[config.mk]
export PLATFORM = sky130hd
export DESIGN_NAME = lpc_flash_target
export DESIGN_NICKNAME = d
export VERILOG_FILES = /design/src/hw/lpc_flash_target.v /design/src/hw/lpc_sync2.v
export VERILOG_INCLUDE_DIRS = /design/src /design/src/shared
export SDC_FILE = /design/constraint.sdc
export NUM_CORES = 1
export LEC_CHECK = 0
export BUFFER_PORTS_ARGS = -buffer_cell sky130_fd_sc_hd__buf_2
export CAP_MARGIN = 0
export CORE_MARGIN = 1.5
export CORE_UTILIZATION = 35
export CTS_CLUSTER_SIZE = 20
export DETAILED_ROUTE_END_ITERATION = 8
export GPL_TIMING_DRIVEN = 0
export SYNTH_ARGS = -nofsm -noshare
export SYNTH_HDL_FRONTEND = slang
export SYNTH_HIERARCHICAL = 1
export SYNTH_SLANG_ARGS = --single-unit
[constraint.sdc]
create_clock -name clk_sys -period 2.9 [get_ports clk_sys]
set_input_delay 0.145 -clock clk_sys [delete_from_list [all_inputs] [get_ports clk_sys]]
set_output_delay 0.145 -clock clk_sys [all_outputs]
set_load 0.005 [all_outputs]
[src/shared/lpc_target_defs.vh]
// Overview of operation
// - Type nibble bits 3:2 are 01; bit 1 picks read or write; bit 0 ignored.
// - Turnaround is two clocks: last driver sends 1111, then releases the bus.
// - Device may insert sync clocks: ready 0000, short 0101, long 0110, error 1010.
// - Data byte moves in two clocks, low nibble first, then high nibble.
// - Reading the input-pin location returns five live input levels in bits 4:0.
// - On reset assertion the device releases its bus outputs within 50 ns.
// - After reset release the device accepts bus inputs within 1 us.
`ifndef LPC_TARGET_DEFS_VH
`define LPC_TARGET_DEFS_VH

`define LPC_START 4'h0
`define LPC_TYPE_MEM 2'h1
`define LPC_TAR_DRIVE 4'hf
`define LPC_SYNC_READY 4'h0
`define LPC_SYNC_SHORT 4'h5
`define LPC_SYNC_LONG 4'h6
`define LPC_SYNC_ERROR 4'ha
`define LPC_ADDR_NIBBLES 4'h8
`define LPC_PIN_IN_BITS 5
`define LPC_PIN_STATUS_ADDR 32'hffbc_0100
`define LPC_CLK_MHZ 200
`define LPC_RST_FLOAT_NS 50
`define LPC_RST_FLOAT_CYC ((`LPC_RST_FLOAT_NS * `LPC_CLK_MHZ) / 1000)
`define LPC_RST_ACCEPT_US 1
`define LPC_RST_ACCEPT_CYC (`LPC_RST_ACCEPT_US * `LPC_CLK_MHZ)
`define LPC_KRST_US 100

`endif

[src/hw/lpc_flash_target.v]
`timescale 1ns/1ps
`default_nettype none
`include "lpc_target_defs.vh"
module lpc_flash_target #(
    parameter ACCEPT_CYC = `LPC_RST_ACCEPT_CYC,
    parameter [31:0] PIN_STATUS_ADDR = `LPC_PIN_STATUS_ADDR
) (
    // Clock and reset
    input wire clk_sys,
    input wire rst,
    // LPC bus pins, sampled on clk_sys
    input wire frame_n,
    input wire [3:0] lad_in,
    output reg [3:0] lad_out,
    output reg lad_oe,
    // Pins
    input wire [4:0] general_purpose_inputs,
    // Memory array side
    output reg mem_rd,
    output reg mem_wr,
    output reg [31:0] mem_addr,
    output reg [7:0] mem_wdata,
    input wire [7:0] mem_rdata,
    input wire mem_ready,
    input wire mem_error,
    // Status
    output reg bus_active
);

    ////////////////////////////////////////////////////////////////////
    localparam S_IDLE = 4'd0;
    localparam S_TYPE = 4'd1;
    localparam S_ADDR = 4'd2;
    localparam S_WDATA = 4'd3;
    localparam S_HTAR1 = 4'd4;
    localparam S_HTAR2 = 4'd5;
    localparam S_SYNC = 4'd6;
    localparam S_RDATA = 4'd7;
    localparam S_DTAR1 = 4'd8;
    localparam S_DTAR2 = 4'd9;

    wire frame_n_s;
    wire [3:0] lad_s;
    wire [4:0] pins_s;

    // External pins cross into clk_sys through two flops
    lpc_sync2 #(.W(10)) u_sync (
        .clk_sys(clk_sys),
        .rst(rst),
        .d({frame_n, lad_in, general_purpose_inputs}),
        .q({frame_n_s, lad_s, pins_s})
    );

    reg [3:0] state;
    reg is_write;
    reg nib;
    reg [3:0] cnt;
    reg [7:0] data;
    reg pend;
    reg [15:0] wake;

    // Memory-cycle type check, used for the type field only
    function is_mem_type;
        input [3:0] t;
        begin
            is_mem_type = (t[3:2] == `LPC_TYPE_MEM);
        end
    endfunction

    ////////////////////////////////////////////////////////////////////
    // Cycle state machine. Async reset floats the bus at once, well
    // inside the float window, since lad_oe is a reset flop.
    always @(posedge clk_sys or posedge rst) begin
        if (rst) begin
            state <= S_IDLE;
            lad_oe <= 1'b0;
            lad_out <= 4'h0;
            is_write <= 1'b0;
            nib <= 1'b0;
            cnt <= 4'h0;
            data <= 8'h00;
            pend <= 1'b0;
            mem_rd <= 1'b0;
            mem_wr <= 1'b0;
            mem_addr <= 32'h0000_0000;
            mem_wdata <= 8'h00;
            bus_active <= 1'b0;
            wake <= 16'h0000;
        end else begin
            mem_rd <= 1'b0;
            mem_wr <= 1'b0;
            // Ignore the bus briefly after reset, still within 1 us
            if (wake != ACCEPT_CYC[15:0]) begin
                wake <= wake + 16'h0001;
            end else if (!frame_n_s && lad_s == `LPC_START) begin
                // Start seen (or restarted): abort any cycle in flight
                state <= S_TYPE;
                lad_oe <= 1'b0;
                bus_active <= 1'b1;
            end else begin
                case (state)
                    S_IDLE: begin
                        // Nothing driven between cycles
                        lad_oe <= 1'b0;
                        bus_active <= 1'b0;
                    end
                    S_TYPE: begin
                        if (is_mem_type(lad_s)) begin
                            is_write <= lad_s[1];
                            cnt <= 4'h0;
                            state <= S_ADDR;
                        end else begin
                            state <= S_IDLE;
                        end
                    end
                    S_ADDR: begin
                        // Most significant nibble first
                        mem_addr <= {mem_addr[27:0], lad_s};
                        cnt <= cnt + 4'h1;
                        if (cnt == `LPC_ADDR_NIBBLES - 4'h1) begin
                            nib <= 1'b0;
                            state <= is_write ? S_WDATA : S_HTAR1;
                        end
                    end
                    S_WDATA: begin
                        // Low nibble first, high nibble second
                        if (!nib) begin
                            data[3:0] <= lad_s;
                            nib <= 1'b1;
                        end else begin
                            data[7:4] <= lad_s;
                            state <= S_HTAR1;
                        end
                    end
                    S_HTAR1: begin
                        // Host drives 1111 now; nothing to do but count
                        state <= S_HTAR2;
                    end
                    S_HTAR2: begin
                        // Host releases; we take the bus next clock
                        state <= S_SYNC;
                        pend <= 1'b1;
                        if (is_write) begin
                            mem_wr <= 1'b1;
                            mem_wdata <= data;
                        end else if (mem_addr != PIN_STATUS_ADDR) begin
                            mem_rd <= 1'b1;
                        end
                    end
                    S_SYNC: begin
                        lad_oe <= 1'b1;
                        pend <= 1'b0;
                        if (is_write || mem_addr != PIN_STATUS_ADDR) begin
                            if (!pend && (mem_ready || mem_error)) begin
                                // An error sync on a read still carries both data nibbles
                                data <= is_write ? data : mem_rdata;
                                lad_out <= mem_error ? `LPC_SYNC_ERROR
                                                     : `LPC_SYNC_READY;
                                nib <= 1'b0;
                                state <= is_write ? S_DTAR1 : S_RDATA;
                            end else begin
                                lad_out <= `LPC_SYNC_LONG;
                            end
                        end else begin
                            // Live input levels, reserved bits zero
                            data <= {3'h0, pins_s};
                            lad_out <= `LPC_SYNC_READY;
                            nib <= 1'b0;
                            state <= S_RDATA;
                        end
                    end
                    S_RDATA: begin
                        if (!nib) begin
                            lad_out <= data[3:0];
                            nib <= 1'b1;
                        end else begin
                            lad_out <= data[7:4];
                            state <= S_DTAR1;
                        end
                    end
                    S_DTAR1: begin
                        lad_out <= `LPC_TAR_DRIVE;
                        state <= S_DTAR2;
                    end
                    S_DTAR2: begin
                        lad_oe <= 1'b0;
                        state <= S_IDLE;
                    end
                    default: begin
                        state <= S_IDLE;
                    end
                endcase
            end
        end
    end
endmodule
`default_nettype wire

[src/hw/lpc_sync2.v]
`timescale 1ns/1ps
`default_nettype none
module lpc_sync2 #(
    parameter W = 1
) (
    input wire clk_sys,
    input wire rst,
    input wire [W-1:0] d,
    output reg [W-1:0] q
);
    reg [W-1:0] meta;

    // Two-stage synchroniser; first stage feeds only the second
    always @(posedge clk_sys or posedge rst) begin
        if (rst) begin
            meta <= {W{1'b0}};
            q <= {W{1'b0}};
        end else begin
            meta <= d;
            q <= meta;
        end
    end
endmodule
`default_nettype wire

After elaboration in Yosys (flattened, before gate mapping)
Cells that the tools add are included.
Widths: inputs -> output; s select.
{"block": "word_totals", "input_bits": 22, "regBits": 103, "word_cells": 115}
{"block": "op_classes", "n_eq_ne": 24, "muxes": 41, "bitwise_logic": 2, "addsub": 2, "reduce_logical": 29}
{"operator": "$mux 4", "n": 14}
{"operator": "$pmux 4 s9", "n": 1}
{"operator": "$ne 32x32->1 const B", "n": 1}
{"operator": "$mux 8", "n": 3}
{"operator": "$eq 4x3->1 const B", "n": 5}
{"operator": "$reduce_and 6->1", "n": 3}
{"operator": "$add 16x1->16 const B", "n": 1}
{"operator": "$ne 16x8->1 const B", "n": 1}
{"operator": "$pmux 8 s2", "n": 1}
{"operator": "$mux 1", "n": 15}
{"operator": "$ne 3x3->1 const B", "n": 5}
{"operator": "$pmux 4 s3", "n": 1}
{"operator": "$reduce_and 4->1", "n": 3}
{"operator": "$ne 2x2->1 const B", "n": 5}
{"operator": "$reduce_and 3->1", "n": 3}
{"operator": "$reduce_bool 3->1", "n": 3}
{"operator": "$eq 4x2->1 const B", "n": 2}
{"operator": "$eq 4x4->1 const B", "n": 2}
{"operator": "$logic_not 4->1", "n": 2}
{"operator": "$pmux 4 s2", "n": 1}
{"operator": "$reduce_bool 2->1", "n": 4}
{"operator": "$reduce_and 5->1", "n": 1}
{"operator": "$add 4x1->4 const B", "n": 1}
{"operator": "$eq 4x1->1 const B", "n": 1}
{"operator": "other kinds (12)", "n": 19}

Logic depth before layout (Yosys ltp)
{"block": "logic_depth", "word_depth": 6, "mapped_depth": 9}

Modules after synthesis
Netlist, hierarchy kept.
{"module": "lpc_flash_target", "seq_area_each_um2": 2077.0, "n_inst": 1, "area_per_inst_um2": 4028.9, "cells_each": 343}
{"module": "lpc_sync2", "seq_area_each_um2": 500.5, "n_inst": 1, "area_per_inst_um2": 504.2, "cells_each": 21}

Worst setup path before layout
Ideal clock, no wire load.
{"block": "synth_path", "path_kind": "register -> register", "startpoint": "reg mem_addr[16]", "endpoint": "reg data[1]", "path_slack_ns": 0.574, "t_arrival_ns": 2.198, "period_less_slack_ns": 2.326, "path_buffers": 0, "path_stages_with_launch": 6, "setup_time_ns": 0.128, "cell_sequence": "dfrtp_1 > or4b_4 > or4_4 > o211ai_4 > o2111a_2 > mux2_1"}
{"block": "synth_between", "elab_chain_cells": 4}
{"item": "start: declaration", "line": "lpc_flash_target.v:21", "rtl": "output reg [31:0] mem_addr,"}
{"item": "start signal: assignment", "line": "lpc_flash_target.v:118", "rtl": "mem_addr <= {mem_addr[27:0], lad_s};"}
{"item": "$ne 32x32->1 *", "line": "lpc_flash_target.v:153", "rtl": "if (is_write || mem_addr != PIN_STATUS_ADDR) begin"}
{"item": "$logic_or 1x1->1 *", "line": "lpc_flash_target.v:153"}
{"item": "$ne 3x3->1 (no line) or $mux 8 (tied branches)"}
{"item": "$reduce_and 6->1 (no line) or $pmux 8 s2 (tied branches)"}
{"item": "end signal: assignment", "line": "lpc_flash_target.v:128", "rtl": "data[3:0] <= lad_s;"}
{"item": "end signal: assignment", "line": "lpc_flash_target.v:156", "rtl": "data <= is_write ? data : mem_rdata;"}
{"item": "end signal: assignment", "line": "lpc_flash_target.v:166", "rtl": "data <= {3'h0, pins_s};"}
{"item": "end: declaration", "line": "lpc_flash_target.v:58", "rtl": "reg [7:0] data;"}
Every way passes the cells marked *; elsewhere a longest branch is shown, timed or not.
A chain may end at the register's enable or synchronous reset.

Final worst setup path
{"block": "layout_path", "startpoint": "reg wake[8]", "endpoint": "reg mem_wdata[3]"}
{"block": "layout_between", "elab_chain_cells": 3}
{"item": "start: declaration", "line": "lpc_flash_target.v:60", "rtl": "reg [15:0] wake;"}
{"item": "start signal: assignment", "line": "lpc_flash_target.v:94", "rtl": "wake <= wake + 16'h0001;"}
{"item": "$ne 16x8->1", "line": "lpc_flash_target.v:93", "rtl": "if (wake != ACCEPT_CYC[15:0]) begin"}
{"item": "$not 1->1 (no line)"}
{"item": "$reduce_and 4->1 (no line)"}
{"item": "end signal: assignment", "line": "lpc_flash_target.v:145", "rtl": "mem_wdata <= data;"}
{"item": "end: declaration", "line": "lpc_flash_target.v:22", "rtl": "output reg [7:0] mem_wdata,"}
Every way passes these cells.

==> metrics.csv <==
metric,value,unit
status,"complete, no violations",
num_antenna_cells,0,
tightest_slew,0.702,ns
routed_via_density,5.11,
crit_required,3.14,ns
coreArea,12600,um2
met2_usage,0.230,
slew_headroom,0.531,
maxCapViolCount,0,
p_per_area,509,nW/um2
cts_setup_buffers,0,
synth.ff_latch_count,103,
grt_setup_unrepaired,false,
clockBufferDepth,2,
synthArstFlopShare,1.00,
fin_skew,0.0115,ns
irDropWorstVdd,0.000283,V
grt_overflow,0,
cts_buffers,9,
clk_pin_slew_worst_paths,0.07,ns
synthFlopType,dfrtp_1,
p_leak,2.71,nW
wl,9550,um
wl_per_cell,15.1,um
drive_above_1_share,0.319,
io_pins,70,
ant_nets,0,
grt_pass1_vias,3187,
die_area,13600,um2
io_buffer_count,69,
antenna_found_initial,0,
drc,0,
insertion_delay,0.35,ns
synth_fp_nets,389,
use_met3,0.0288,
timing.rr.end,mem_wdata[3],
synth_area,4530,um2
syn_avg_cell_area,12.5,um2
hold_ws,0.151,ns
grt_pass1_wl,15900,um
hold_start,mem_rdata[1],
r2r_slack,0.26,ns
hold_class,input port to flip-flop,
vias,3236,
firstDrtPassIters,4,
hold_viol,0,
min_period,2.64,ns
ys_types,61,
dp_hpwl,6770,um
min_path_cells,3,
grt_max_degree,52,
finalSetupViolations,0,
cts_tree,yes,
use_met1,0.210,
first_iter_violations,148,
grtUsageTotal,0.150,
synth_edf_count,0,
nNetsFinal,481,
start_kind,flip-flop,
setup_tns,0,ns
timing.fmax,378,MHz
worstSetupStartpoint,wake[8],
slew_violations,0,
root_buffer,clkbuf_16,
arrival,2.88,ns
grt-busiest-layer,met2,
rows,41,
htree_levels,3,
placed_cell_area,5120,um2
synthCells,364,
hold_end,data[1],
critical_path_class,flip-flop to flip-flop,
rr_startpoint,wake[8],
gp_congestion,0.890,
fin_crit_sh,0.912,
fin_area,5550,um2
start_util,0.359,
end_kind,flip-flop,
critPathMaxFanout,9,
syn2layout_area_growth,22.5,%
dieHeight,117,um
rr_worst_depth,5,
clkSinkCount,103,
die_w,117,um
synth_warnings,6,
yosysSeqAreaShare,0.569,
## cells by family (layout without fill, tap and decap cells)
| group | count (synthesis) | after routing | synth area share |
|---|---|---|---|
| flip-flops | 103 | 103 | 0.569 |
| multiplexers | 58 | 58 | 0.142 |
| adder cells (fa/ha/maj) | 3 | 3 | 0.00828 |
| AO/OA/AOI/OAI | 45 | 45 | 0.0778 |
| XOR/XNOR | 17 | 17 | 0.0328 |
| buffers and inverters | 21 | 118 | 0.0185 |
| AND/OR/NAND/NOR | 117 | 117 | 0.152 |
## routing by layer
layer  share of wire  routed length (um)
met3           0.038                 360
met5               0                   0
met1            0.47                4470
met2            0.47                4520
met4           0.021                 204
## cells in the final DEF, fill, tap and decap left out, types with 6 or more instances in the layout
cell / netlist / routed
nand2_1: 25 / 25
nor2_1: 23 / 23
mux2_2: 42 / 42
a21oi_1: 10 / 10
mux2i_1: 9 / 9
nand3_1: 12 / 12
xnor2_1: 14 / 14
clkbuf_16: 0 / 9
nand4_1: 9 / 9
clkbuf_1: 7 / 7
dlygate4sd3_1: 0 / 11
buf_2: 4 / 73
mux2_1: 7 / 7
dfrtp_1: 103 / 103
o21ai_0: 6 / 6
nor2b_1: 6 / 6
inv_1: 10 / 9
## where the power goes
group           total, W  internal [W]  leakage (nW)  switching, W
Clock            0.00130      0.000761         0.161      0.000539
Combinational  0.0000732     0.0000304          1.21     0.0000428
Sequential       0.00146       0.00145          1.34    0.00000670
Total            0.00283       0.00224          2.71      0.000589
## Yosys cell counts (all sizes together), types with 4 or more instances
library cell	number	area (um2)
xnor2	14	123
a21oi	10	50.1
nor4	7	65.1
inv	10	37.5
nand2	25	93.8
mux2i	9	90.1
and3	5	31.3
nor2b	6	37.5
mux2	49	552
and2	5	31.3
dfrtp	103	2580
nand3	14	80.1
nand4	10	68.8
clkbuf	7	26.3
o21ai	6	30.0
nor2	24	92.6
and4	5	43.8
buf	4	20.0
## through the flow
stage | cells | setup slack [ns] | total power, W | util
after CTS | 633 | 0.263 | 0.00286 | 0.440
after global routing | 633 | 0.0316 | 0.00293 | 0.440
after global placement | 605 | -0.409 | 0.00154 | 0.404
after floorplan | 364 | 0.574 | 0.00151 | -
final | 633 | 0.256 | 0.00283 | 0.440
after detailed placement | 606 | 0.234 | 0.00155 | 0.406
## registers in the layout, indices dropped and copies added, names as in the netlist, 4 cells and up
signal and count:
u_sync/q 10, data 8, lad_out 4, wake 16
u_sync/meta 10, cnt 4, mem_wdata 8, state 4
mem_addr 32
## final cells by class
| cell class | count | area, um2 |
|---|---|---|
| Clock buffer | 9 | 225 |
| Multi-Input combinational cell | 240 | 1870 |
| Timing Repair Buffer | 81 | 483 |
| Clock inverter | 7 | 95.1 |
| Inverter | 10 | 40.0 |
| Buffer | 11 | 46.3 |
| Tap cell | 172 | 215 |
| Fill cell | 1217 | 7070 |
| Sequential cell | 103 | 2580 |
## critical path: stages (launching register included)
cell,delay (ns)
dfrtp_1,0.43
nor4b_1,0.45
nand4_1,0.47
nor2_1,0.44
nand4_2,0.37
mux2_2,0.38
## worst max-delay path by stage
stage / to / slack (ns) / cells past startpoint
6_report: mem_wdata[3] / 0.26 / 5
5_1_grt: mem_wdata[6] / 0.03 / 7
4_1_cts: mem_wdata[3] / 0.26 / 5
3_5_place_dp: mem_wdata[3] / 0.23 / 7
3_3_place_gp: wake[8] / -0.41 / 2
2_1_floorplan: data[1] / 0.57 / 5
## what timing repair did
action | CTS | global route
hold buffers | 11 | 0
hold endpoints to repair | 62 | 0
resized for setup | 0 | 0
Power figures use the tool's default switching activity.
